`src/usc_map.vh`:
```
`ifndef USC_MAP_VH
`define USC_MAP_VH
// Register offsets
`define USC_OFS_STATUS   3'h0
`define USC_OFS_CLKSRC   3'h1
`define USC_OFS_COMMAND  3'h2
`define USC_OFS_MODE     3'h3
`define USC_OFS_DATA     3'h4
// Status bit positions
`define USC_ST_BRK       7
`define USC_ST_FE        6
`define USC_ST_PE        5
`define USC_ST_OE        4
`define USC_ST_TXEMP     3
`define USC_ST_TX_READY     2
`define USC_ST_FIFO_FULL     1
`define USC_ST_RX_READY     0
// Command fields and codes
`define USC_CMD_MISC     6:4
`define USC_CMD_TXC      3:2
`define USC_CMD_RXC      1:0
`define USC_MISC_RST_RX  3'h2
`define USC_MISC_RST_TX  3'h3
`define USC_MISC_RST_ERR 3'h4
`define USC_EN_CODE      2'h1
`define USC_DIS_CODE     2'h2
// Mode register one fields
`define USC_MODE_PM      4:3
`define USC_MODE_PT      2
`define USC_MODE_LEN     1:0
`define USC_PM_NONE      2'h2
`define USC_PM_FORCE     2'h1
`define USC_PM_MULTI     2'h3
// Clock select
`define USC_CS_RX        7:4
`define USC_CS_TX        3:0
`define USC_CS_PRESCALE  4'hD
`define USC_CS_EXT16     4'hE
`define USC_CS_EXT       4'hF
`define USC_CLKSRC_RST   8'hDD
`define USC_MODE_RST     8'h13
// Timing in selected clock-source ticks, and FIFO depth
`define USC_OVS_LAST     4'hF
`define USC_MID_START    4'h7
`define USC_FIFO_DEPTH   2'h3
`endif

```
`src/usc_top.v`:
```
// Contract
// - Break sets flag, takes one FIFO entry
// - After break, wait two high ticks
// - Stop sampled mid-bit; low sets framing
// - Per-character flags shown for FIFO head
// - Parity flag: error, or multidrop A/D
// - Overrun when full and one waiting
// - Overrun sticks until error reset command
// - Tx empty after last stop, idle
// - Tx ready on hand-off or enable
// - Loads while tx disabled are dropped
// - Three-deep FIFO, full flag, excess lost
// - Rx ready while FIFO holds characters
// - Receiver clock select in bits 7-4
// - Transmitter clock select in bits 3-0
// - Rx and tx sources independent
// - Clock select resets to 0xDD
// - Error reset clears four error flags
// - Receiver reset empties FIFO, disables
`timescale 1ns/1ns
`include "usc_map.vh"
module usc_top (
    // Clock and reset
    input  wire       clk_i,
    input  wire       sys_rst_i,
    // Register port
    input  wire [2:0] addr_i,
    input  wire [7:0] wr_data_i,
    input  wire       wr_i,
    input  wire       rd_i,
    output wire [7:0] rd_data_o,
    // Serial side
    input  wire       serial_rx_line_i,
    input  wire       ext_timer_clock_in_i,
    output wire       serial_tx_o
);
    // ========================================
    // Clock source selection
    // ========================================
    function sel_tick;
        input [3:0] code;
        input       pre;
        input       ext;
        input       ext16;
        begin
            case (code)
                `USC_CS_EXT16: sel_tick = ext16;
                `USC_CS_EXT:   sel_tick = ext;
                // Reserved codes fall back to the prescaler
                default:       sel_tick = pre;
            endcase
        end
    endfunction

    reg  [7:0] clksrc_reg;
    reg  [7:0] mode_reg;
    reg        pre_reg;
    reg        ext_prev_reg;
    reg  [3:0] ext_div_reg;
    wire       ext_tick   = ext_timer_clock_in_i & ~ext_prev_reg;
    wire       ext16_tick = ext_tick & (ext_div_reg == `USC_OVS_LAST);
    wire rx_tick = sel_tick(clksrc_reg[`USC_CS_RX], pre_reg, ext_tick, ext16_tick);
    wire tx_tick = sel_tick(clksrc_reg[`USC_CS_TX], pre_reg, ext_tick, ext16_tick);

    always @(posedge clk_i) begin
        if (sys_rst_i) begin
            pre_reg      <= 1'b0;
            // Starts high so a pin already high at release is no edge
            ext_prev_reg <= 1'b1;
            ext_div_reg  <= 4'h0;
        end else begin
            pre_reg      <= ~pre_reg;
            ext_prev_reg <= ext_timer_clock_in_i;
            if (ext_tick)
                ext_div_reg <= ext_div_reg + 4'h1;
        end
    end

    // ========================================
    // Register decode
    // ========================================
    wire       wr_cmd  = wr_i & (addr_i == `USC_OFS_COMMAND);
    wire [2:0] misc    = wr_data_i[`USC_CMD_MISC];
    wire       rst_rx  = wr_cmd & (misc == `USC_MISC_RST_RX);
    wire       rst_tx  = wr_cmd & (misc == `USC_MISC_RST_TX);
    wire       rst_err = wr_cmd & (misc == `USC_MISC_RST_ERR);
    wire       rx_on   = wr_cmd & (wr_data_i[`USC_CMD_RXC] == `USC_EN_CODE);
    wire       rx_off  = wr_cmd & (wr_data_i[`USC_CMD_RXC] == `USC_DIS_CODE);
    wire       tx_on   = wr_cmd & (wr_data_i[`USC_CMD_TXC] == `USC_EN_CODE);
    wire       tx_off  = wr_cmd & (wr_data_i[`USC_CMD_TXC] == `USC_DIS_CODE);
    wire       rd_data = rd_i & (addr_i == `USC_OFS_DATA);
    wire       wr_hold = wr_i & (addr_i == `USC_OFS_DATA);

    always @(posedge clk_i) begin
        if (sys_rst_i) begin
            clksrc_reg <= `USC_CLKSRC_RST;
            mode_reg   <= `USC_MODE_RST;
        end else if (wr_i) begin
            if (addr_i == `USC_OFS_CLKSRC)
                clksrc_reg <= wr_data_i;
            if (addr_i == `USC_OFS_MODE)
                mode_reg <= wr_data_i;
        end
    end

    // ========================================
    // Receiver
    // ========================================
    localparam [5:0] RX_IDLE = 6'h01;
    localparam [5:0] RX_STRT = 6'h02;
    localparam [5:0] RX_DATA = 6'h04;
    localparam [5:0] RX_PAR  = 6'h08;
    localparam [5:0] RX_STOP = 6'h10;
    localparam [5:0] RX_BRKW = 6'h20;

    reg  [5:0] rx_st_reg;
    reg        rx_en_reg;
    reg  [3:0] rx_cnt_reg;
    reg  [2:0] rx_bit_reg;
    reg  [7:0] rx_sh_reg;
    reg        rx_par_reg;
    reg        brk_hi_reg;
    wire [1:0] pm   = mode_reg[`USC_MODE_PM];
    wire [2:0] last = {1'b1, mode_reg[`USC_MODE_LEN]};
    wire       line = serial_rx_line_i;
    wire       mid  = rx_tick & (rx_cnt_reg == `USC_OVS_LAST);

    // all-zero character with no stop bit
    wire c_brk = (rx_sh_reg == 8'h00) & ~rx_par_reg & ~line;
    // stop bit checked at its middle
    wire c_fe  = ~line;
    reg  c_pe;
    always @* begin
        case (pm)
            `USC_PM_MULTI: c_pe = rx_par_reg;
            `USC_PM_FORCE: c_pe = rx_par_reg ^ mode_reg[`USC_MODE_PT];
            `USC_PM_NONE:  c_pe = 1'b0;
            default:       c_pe = (^rx_sh_reg) ^ rx_par_reg ^ mode_reg[`USC_MODE_PT];
        endcase
    end
    wire        done = (rx_st_reg == RX_STOP) & mid;
    wire [10:0] c_word = {c_brk, c_fe, c_pe & ~c_brk, rx_sh_reg};

    always @(posedge clk_i) begin
        if (sys_rst_i) begin
            rx_st_reg  <= RX_IDLE;
            rx_en_reg  <= 1'b0;
            rx_cnt_reg <= 4'h0;
            rx_bit_reg <= 3'h0;
            rx_sh_reg  <= 8'h00;
            rx_par_reg <= 1'b0;
            brk_hi_reg <= 1'b0;
        end else if (rst_rx | rx_off) begin
            rx_st_reg <= RX_IDLE;
            rx_en_reg <= 1'b0;
        end else begin
            if (rx_on)
                rx_en_reg <= 1'b1;
            if (rx_tick)
                rx_cnt_reg <= rx_cnt_reg + 4'h1;
            case (rx_st_reg)
                RX_IDLE: begin
                    rx_cnt_reg <= 4'h0;
                    if (rx_en_reg & ~line) begin
                        rx_st_reg  <= RX_STRT;
                        rx_sh_reg  <= 8'h00;
                        rx_par_reg <= 1'b0;
                        rx_bit_reg <= 3'h0;
                    end
                end
                RX_STRT: begin
                    if (rx_tick & (rx_cnt_reg == `USC_MID_START)) begin
                        rx_cnt_reg <= 4'h0;
                        rx_st_reg  <= line ? RX_IDLE : RX_DATA;
                    end
                end
                RX_DATA: begin
                    if (mid) begin
                        rx_sh_reg[rx_bit_reg] <= line;
                        rx_bit_reg            <= rx_bit_reg + 3'h1;
                        if (rx_bit_reg == last)
                            rx_st_reg <= (pm == `USC_PM_NONE) ? RX_STOP : RX_PAR;
                    end
                end
                RX_PAR: begin
                    if (mid) begin
                        rx_par_reg <= line;
                        rx_st_reg  <= RX_STOP;
                    end
                end
                RX_STOP: begin
                    if (mid) begin
                        brk_hi_reg <= 1'b0;
                        rx_st_reg  <= c_brk ? RX_BRKW : RX_IDLE;
                    end
                end
                RX_BRKW: begin
                    // line high on two successive ticks
                    if (rx_tick) begin
                        brk_hi_reg <= line;
                        if (line & brk_hi_reg)
                            rx_st_reg <= RX_IDLE;
                    end
                end
                default: rx_st_reg <= RX_IDLE;
            endcase
        end
    end

    // ========================================
    // Receive FIFO and waiting character
    // ========================================
    reg  [10:0] fifo_mem [0:2];
    reg  [1:0]  fifo_cnt_reg;
    reg  [10:0] wait_reg;
    reg         wait_vld_reg;
    reg         oe_reg;
    wire        full = (fifo_cnt_reg == `USC_FIFO_DEPTH);
    wire        pop  = rd_data & (fifo_cnt_reg != 2'h0);
    integer     i;

    always @(posedge clk_i) begin
        if (sys_rst_i) begin
            fifo_cnt_reg <= 2'h0;
            wait_vld_reg <= 1'b0;
            wait_reg     <= 11'h000;
            oe_reg       <= 1'b0;
            for (i = 0; i < 3; i = i + 1)
                fifo_mem[i] <= 11'h000;
        end else if (rst_rx) begin
            // empties FIFO, clears full and ready
            fifo_cnt_reg <= 2'h0;
            wait_vld_reg <= 1'b0;
        end else begin
            if (pop) begin
                fifo_mem[0] <= fifo_mem[1];
                fifo_mem[1] <= fifo_mem[2];
            end
            if (pop & wait_vld_reg) begin
                fifo_mem[fifo_cnt_reg - 2'h1] <= wait_reg;
                wait_vld_reg                  <= 1'b0;
            end else if (pop) begin
                fifo_cnt_reg <= fifo_cnt_reg - 2'h1;
            end
            // error reset clears stored flags
            // Placed before the push so a character completing now keeps its flags
            if (rst_err) begin
                oe_reg         <= 1'b0;
                wait_reg[10:8] <= 3'h0;
                for (i = 0; i < 3; i = i + 1)
                    fifo_mem[i][10:8] <= 3'h0;
            end
            if (done) begin
                if (~full | pop) begin
                    if (pop & ~wait_vld_reg) begin
                        // Pop and push together leave the count as it was
                        fifo_mem[fifo_cnt_reg - 2'h1] <= c_word;
                        fifo_cnt_reg                  <= fifo_cnt_reg;
                    end else if (~pop) begin
                        fifo_mem[fifo_cnt_reg] <= c_word;
                        fifo_cnt_reg           <= fifo_cnt_reg + 2'h1;
                    end
                    if (pop & wait_vld_reg) begin
                        wait_reg     <= c_word;
                        wait_vld_reg <= 1'b1;
                    end
                end else begin
                    wait_reg     <= c_word;
                    wait_vld_reg <= 1'b1;
                    if (wait_vld_reg)
                        oe_reg <= 1'b1;
                end
            end
        end
    end

    // ========================================
    // Transmitter
    // ========================================
    reg        tx_en_reg;
    reg  [7:0] hold_reg;
    reg        hold_vld_reg;
    reg  [9:0] tx_sh_reg;
    reg  [3:0] tx_left_reg;
    reg  [3:0] tx_cnt_reg;
    reg        tx_ready_reg;
    reg        txemp_reg;
    reg        tx_line_reg;
    wire       tx_busy = (tx_left_reg != 4'h0);
    wire       load    = tx_en_reg & hold_vld_reg & ~tx_busy;
    wire       bit_end = tx_busy & tx_tick & (tx_cnt_reg == `USC_OVS_LAST);

    always @(posedge clk_i) begin
        if (sys_rst_i) begin
            tx_en_reg    <= 1'b0;
            hold_reg     <= 8'h00;
            hold_vld_reg <= 1'b0;
            tx_sh_reg    <= 10'h3FF;
            tx_left_reg  <= 4'h0;
            tx_cnt_reg   <= 4'h0;
            tx_ready_reg    <= 1'b0;
            txemp_reg    <= 1'b0;
            tx_line_reg  <= 1'b1;
        end else if (rst_tx | tx_off) begin
            // disabled reads not empty, not ready
            tx_en_reg    <= 1'b0;
            hold_vld_reg <= 1'b0;
            tx_left_reg  <= 4'h0;
            tx_ready_reg    <= 1'b0;
            txemp_reg    <= 1'b0;
            tx_line_reg  <= 1'b1;
        end else begin
            if (tx_on & ~tx_en_reg) begin
                tx_en_reg <= 1'b1;
                tx_ready_reg <= 1'b1;
            end
            if (wr_hold & tx_en_reg) begin
                hold_reg     <= wr_data_i;
                hold_vld_reg <= 1'b1;
                tx_ready_reg    <= 1'b0;
                txemp_reg    <= 1'b0;
            end else if (load) begin
                hold_vld_reg <= 1'b0;
                tx_ready_reg    <= 1'b1;
            end
            if (load) begin
                tx_sh_reg   <= {1'b1, hold_reg, 1'b0} | ~(10'h3FF >> (3'h4 - last[1:0]));
                tx_left_reg <= {1'b0, last} + 4'h3;
                tx_cnt_reg  <= 4'h0;
                txemp_reg   <= 1'b0;
            end else if (tx_busy) begin
                if (tx_tick)
                    tx_cnt_reg <= tx_cnt_reg + 4'h1;
                tx_line_reg <= tx_sh_reg[0];
                if (bit_end) begin
                    tx_sh_reg   <= {1'b1, tx_sh_reg[9:1]};
                    tx_left_reg <= tx_left_reg - 4'h1;
                    if ((tx_left_reg == 4'h1) & ~hold_vld_reg & ~wr_hold)
                        txemp_reg <= 1'b1;
                end
            end else begin
                tx_line_reg <= 1'b1;
            end
        end
    end

    // ========================================
    // Read data
    // ========================================
    reg  [7:0] rd_data_reg;
    // head entry flags, ready while not empty
    wire [7:0] status = {fifo_mem[0][10:8], oe_reg, txemp_reg, tx_ready_reg, full, fifo_cnt_reg != 2'h0};

    always @(posedge clk_i) begin
        if (sys_rst_i) begin
            rd_data_reg <= 8'h00;
        end else if (rd_i) begin
            case (addr_i)
                `USC_OFS_STATUS:  rd_data_reg <= status;
                `USC_OFS_CLKSRC:  rd_data_reg <= clksrc_reg;
                `USC_OFS_MODE:    rd_data_reg <= mode_reg;
                `USC_OFS_DATA:    rd_data_reg <= fifo_mem[0][7:0];
                default:          rd_data_reg <= 8'h00;
            endcase
        end else begin
            rd_data_reg <= 8'h00;
        end
    end

    assign rd_data_o   = rd_data_reg;
    assign serial_tx_o = tx_line_reg;
endmodule // usc_top

```
`config.mk`:
```
export PLATFORM = sky130hd
export DESIGN_NAME = usc_top
export DESIGN_NICKNAME = d
export VERILOG_FILES = /design/src/usc_top.v
export VERILOG_INCLUDE_DIRS = /design/src /design/src/src
export SDC_FILE = /design/constraint.sdc
export NUM_CORES = 1
export LEC_CHECK = 0
export BUFFER_PORTS_ARGS = -buffer_cell sky130_fd_sc_hd__buf_2
export CORE_AREA = 3 3 141 143
export DETAILED_ROUTE_END_ITERATION = 10
export DIE_AREA = 0 0 144 146
export PLACE_DENSITY = 0.53
export SYNTH_ARGS = -nofsm -noshare
export SYNTH_HDL_FRONTEND = slang
export SYNTH_SLANG_ARGS = --single-unit
```
`constraint.sdc`:
```
create_clock -name clk_i -period 2.8 [get_ports clk_i]
set_clock_uncertainty 0.1 [all_clocks]
set_input_delay 0.42 -clock clk_i [delete_from_list [all_inputs] [get_ports clk_i]]
set_output_delay 0.42 -clock clk_i [all_outputs]
set_load 0.1 [all_outputs]
```
; After elaboration in Yosys (flattened, before gate mapping)
; Memory sizes are Yosys's and may differ from the RTL's.
; Cells that the tools add are included.
[op_classes]
addsub = 9
n_bitwise = 60
reduce_logical = 32
n_lt_le_gt_ge = 2
n_shift = 1
mux = 106
eq_ne = 41
[op_table]
columns = op, n
row1 = 11-bit 2-to-1 mux, 7
row2 = 6-bit 2-to-1 mux, 9
row3 = 1-bit 2-to-1 mux, 49
row4 = 6-bit case mux with 6 select lines, 1
row5 = 4-bit 2-to-1 mux, 8
row6 = 8-bit case mux with 4 select lines, 1
row7 = 1-bit AND, 31
row8 = 10-bit 2-to-1 mux, 3
row9 = 4-bit equality test (second input constant), 7
row10 = 3-bit 2-to-1 mux, 7
row11 = 2-bit != test (second input constant), 9
row12 = 2-bit nonzero test, 9
row13 = 2-bit 2-to-1 mux, 8
row14 = 8-bit 2-to-1 mux, 2
row15 = 8-bit case mux with 2 select lines, 1
row16 = 1-bit inverter, 15
row17 = 4-bit by 1-bit adder with 4-bit output (second input constant), 3
row18 = 3-bit by 2-bit equality test with 1-bit output (second input constant), 4
row19 = 4-bit AND reduction, 3
row20 = 11-bit OR reduction, 1
row21 = 2-bit equality test (second input constant), 5
row22 = 10-bit inverter, 1
row23 = 10-bit bitwise OR, 1
row24 = 10-bit by 3-bit >> shifter with 10-bit output (first input constant), 1
row25 = 40 further kinds, 65
[word_totals]
memories = 1
elab_cells = 279
inputBits = 17
regBits = 100
ram_bits = 33
[memory_table]
columns = memory, depth, word_bits, read_ports, rd_clocked_by_memory_dff, wr, line
row1 = fifo_mem, 3, 11, 3, 0, 4, usc_top.v:213  ; reg [10:0] fifo_mem [0:2];

; Longest topological paths before layout
[logic_depth]
word_depth = 13
mapped_depth = 11
ltp_nobuf = 9

; Worst setup path before layout
; No wires, ideal clock.
[synth_path]
kind = register to register
from = register ext_div_reg[0]
to = memory fifo_mem[2][0], enable pin
stages_incl_launch_ff = 9
required_time_ns = 2.366
t_arrival_ns = 2.168
synth_period_minus_slack_ns = 2.602
slack_ns = 0.198
setup_time_ns = 0.334
cell_sequence = dfxtp_1 > ha_1 > a31oi_1 > nor4_4 > o211ai_4 > or3_4 > o21ai_2 > o2111ai_2 > nand2b_1
[synth_lines]
columns = element, line
row1 = from (decl), usc_top.v:59  ; reg [3:0] ext_div_reg;
row2 = from (signal assigned), usc_top.v:75  ; ext_div_reg <= ext_div_reg + 4'h1;
row3 = to (decl), usc_top.v:213

==> summary.md <==
| Metric | Value |
|---|---|
| First-pass GRT wire length | `26.2 mm` |
| Synthesis-to-finish area growth | `18.5%` |
| Routed WL | `16.2 mm` |
| Mapped Nets | `760` |
| All-Layer GR Usage | `15.6%` |
| CP max stage delay | `460 ps` |
| Place WS | `110 ps` |
| Design area | `7760 µm²` |
| Leak | `2.90 nW` |
| Antenna violations before repair | `0` |
| GP Congestion | `0.848` |
| Crit path DAT | `2640 ps` |
| Netlist cell types | `68` |
| Core area | `18,700 µm²` |
| Fin cells | `1,021` |
| Worst-margin pin slew | `748 ps` |
| Hold/Removal Path Class | `primary input to flip-flop` |
| Root Driver | `clkbuf_16` |
| Status | `finished, final reports clean` |
| Netlist Area Pre-Place | `6550 µm²` |
| Via count | `5,445` |
| Crit-path cells | `nor4_1, and2_1, o211ai_4, or3_4, o21ai_2, o2111ai_2, nand2b_1` |
| MaxCap Viol Count | `0` |
| Die H | `146 µm` |
| Synth warn | `0` |
| FF+latch count, synth | `132` |
| Worst IR Drop VDD | `0.000334 V` |
| Rel. slew slack | `50.0%` |
| Setup Total Neg Slack | `0 ps` |
| Max Freq | `376 MHz` |
| Final HPWL DP | `11.9 mm` |
| Bufs on Longest Clock Path | `2` |
| Synth Flop Type | `dfxtp_1` |
| GRT busiest layer | `met2` |
| Nature of the critical path endpoint | `flip-flop` |
| Clk pin slew, worst setup/hold paths | `60 ps` |
| Mapped Cells | `728` |
| Psw | `0.00121 W` |
| CTS Hold Bufs | `0` |
| CTS tree | `built` |
| Share of post-route cells with drive strength above 1 | `16.3%` |
| Routed Antenna Nets | `0` |
| Crit Path Class | `flip-flop to flip-flop` |
| Startpoint types | `flip-flop` |
| Final slew viol count | `0` |
| Clock insertion delay at the later pin of the skew report | `420 ps` |
| GRT overflow | `0` |
| Met3 Usage GRT | `3.06%` |
| Flop pwr share | `41.9%` |
| CTS buffer count | `17` |
| Final Hold Fails | `0` |
| Syn avg cell area | `9.00 µm²` |
| DRT iter0 DRCs | `327` |
| Placed cell area | `7100 µm²` |
| H-tree depth | `4` |
| Commonest non-fill, non-tap cell in the layout | `dfxtp_1` |
| Cell-internal power | `0.00366 W` |
| Row cnt | `50` |
| Post-Place Cells | `987` |
| Avg WL per Cell | `15.8 µm` |
| Power Total | `0.00487 W` |
| Via-per-instance ratio | `5.33` |
| WP data required | `2780 ps` |
| IO Count | `26` |
| Max FFs per register | `33` |
| Post-synth EDFFs | `33` |
| Switching Fraction | `24.8%` |
| Register area share after synthesis | `45.4%` |
| # diodes | `0` |
| Fin crit share | `95.0%` |
| Combinational share of power | `10.7%` |
| Final setup vio count | `0` |
| Drt first pass iters | `5` |
| Pwr dens | `627 nW/µm²` |
| M1 GR Usage | `22.4%` |
| Die footprint | `21,000 µm²` |
| Vias in the first global route | `5,065` |
| CTS sink cnt | `132` |
| Port Buf Inserts | `25` |
| Met2 Track Usage GR | `23.3%` |
| Fin worst setup slack | `140 ps` |
| Starting Density | `35.0%` |
| Residual DRC | `0` |
| Most frequent cells in the layout | `99 x dfxtp_1, 98 x nor2_1, 71 x nand2_1` |
| NumNets Final | `806` |
| Tmin final | `2660 ps` |
| Crit-path slowest cell | `nor4_1` |
| Chip width | `144 µm` |
| Critical-path maximum fanout | `8` |
| Largest net degree at the start of global routing | `60` |
| RSZ-0062 raised after global routing | `false` |
| Ys async rst share | `0%` |
| Part of the power in the clock network | `47.4%` |
## power groups by stage
stage	logic, W	clock network [W]	registers (W)
3_3_place_gp	0.000474	0	0.00208
6_report	0.000522	0.00231	0.00204
4_1_cts	0.000483	0.00234	0.00204
5_1_grt	0.000573	0.00242	0.00204
2_1_floorplan	0.000331	0	0.00208
3_5_place_dp	0.000481	0	0.00208
## synthesized netlist by cell type, types with 3 or more instances
library cell,n,area [µm²]
edfxtp_1,33,991
or3_1,3,18.8
nor3_1,12,60.1
buf_1,7,26.3
nor2b_1,8,50.1
nor2_2,9,56.3
mux2i_1,44,440
dfxtp_1,99,1980
clkbuf_1,26,97.6
o21bai_1,4,30.0
nand3b_1,12,90.1
o211ai_1,4,30.0
nand4_1,8,50.1
xnor2_1,10,87.6
nand3_1,34,170
nor2_1,98,368
nand2_1,71,267
a211o_1,9,78.8
inv_1,19,71.3
o41ai_1,4,35.0
nor3b_1,6,45.0
nand2b_1,8,50.1
a22oi_1,3,22.5
ha_1,15,188
o21ai_0,24,120
xor2_1,6,52.6
a31oi_1,14,87.6
buf_2,3,15.0
nor4_1,5,31.3
a21oi_1,55,275
a21o_1,3,22.5
or2_2,4,25.0
o31ai_1,5,37.5
and3_1,7,43.8
a311oi_1,3,26.3
o311ai_0,3,26.3
nor4b_1,5,43.8
a211oi_1,7,52.6
## cell families after synthesis
kind of cell / after synthesis / share of synthesized area (%)
AND/OR/NAND/NOR: 304 / 23.2
AO/OA/AOI/OAI: 156 / 15.6
adder cells (fa/ha/maj): 15 / 2.87
multiplexers: 46 / 7.07
buffers and inverters: 59 / 3.78
flip-flops: 132 / 45.4
XOR/XNOR: 16 / 2.14
## critical path, delay by kind of cell (launching register included)
kind | cells | cell delay, ps
AND/OR/NAND/NOR | 4 | 1460
AO/OA/AOI/OAI | 3 | 410
flip-flops | 1 | 360
## worst paths after layout
check,end,depth (start not counted),slack (ps),from
setup / recovery,fifo_mem[2][6]$_DFFE_PP_,7,140,rx_st_reg[5]$_SDFFE_PP0P_
hold / removal,ext_prev_reg$_SDFF_PP1_,2,170,ext_timer_clock_in_i
hold reg to reg,pre_reg$_SDFF_PP0_,1,360,pre_reg$_SDFF_PP0_
setup reg to reg,fifo_mem[2][6]$_DFFE_PP_,7,140,rx_st_reg[5]$_SDFFE_PP0P_
## area by class of cell
| class | count | area (µm²) |
|---|---|---|
| Clock buffer | 23 | 510 |
| Clock inverter | 9 | 116 |
| Fill cell | 1808 | 10900 |
| Inverter | 19 | 71.3 |
| Multi-Input combinational cell | 537 | 3350 |
| Sequential cell | 132 | 2970 |
| Tap cell | 234 | 293 |
| Timing Repair Buffer | 67 | 453 |
## routing by layer
| metal | vias up | wire (µm) |
|---|---|---|
| met1 | 2572 | 7950 |
| met4 | 0 | 310 |
| met2 | 139 | 7150 |
| met3 | 21 | 757 |
| li1 | 2713 | - |
| met5 | - | 0 |
## through the flow
step	util, %	hold WS (ps)
5_1_grt	41.5	168
6_report	41.5	167
3_5_place_dp	38.0	349
4_1_cts	41.3	153
2_1_floorplan	-	307
3_3_place_gp	38.0	341
## what timing repair did
| item | in CTS | in global routing |
|---|---|---|
| buffers inserted | 0 | 2 |
| setup endpoints to repair | 0 | 18 |
| resized for setup | 0 | 5 |
| hold endpoints to repair | 0 | 0 |
Power figures use the tool's default switching activity.
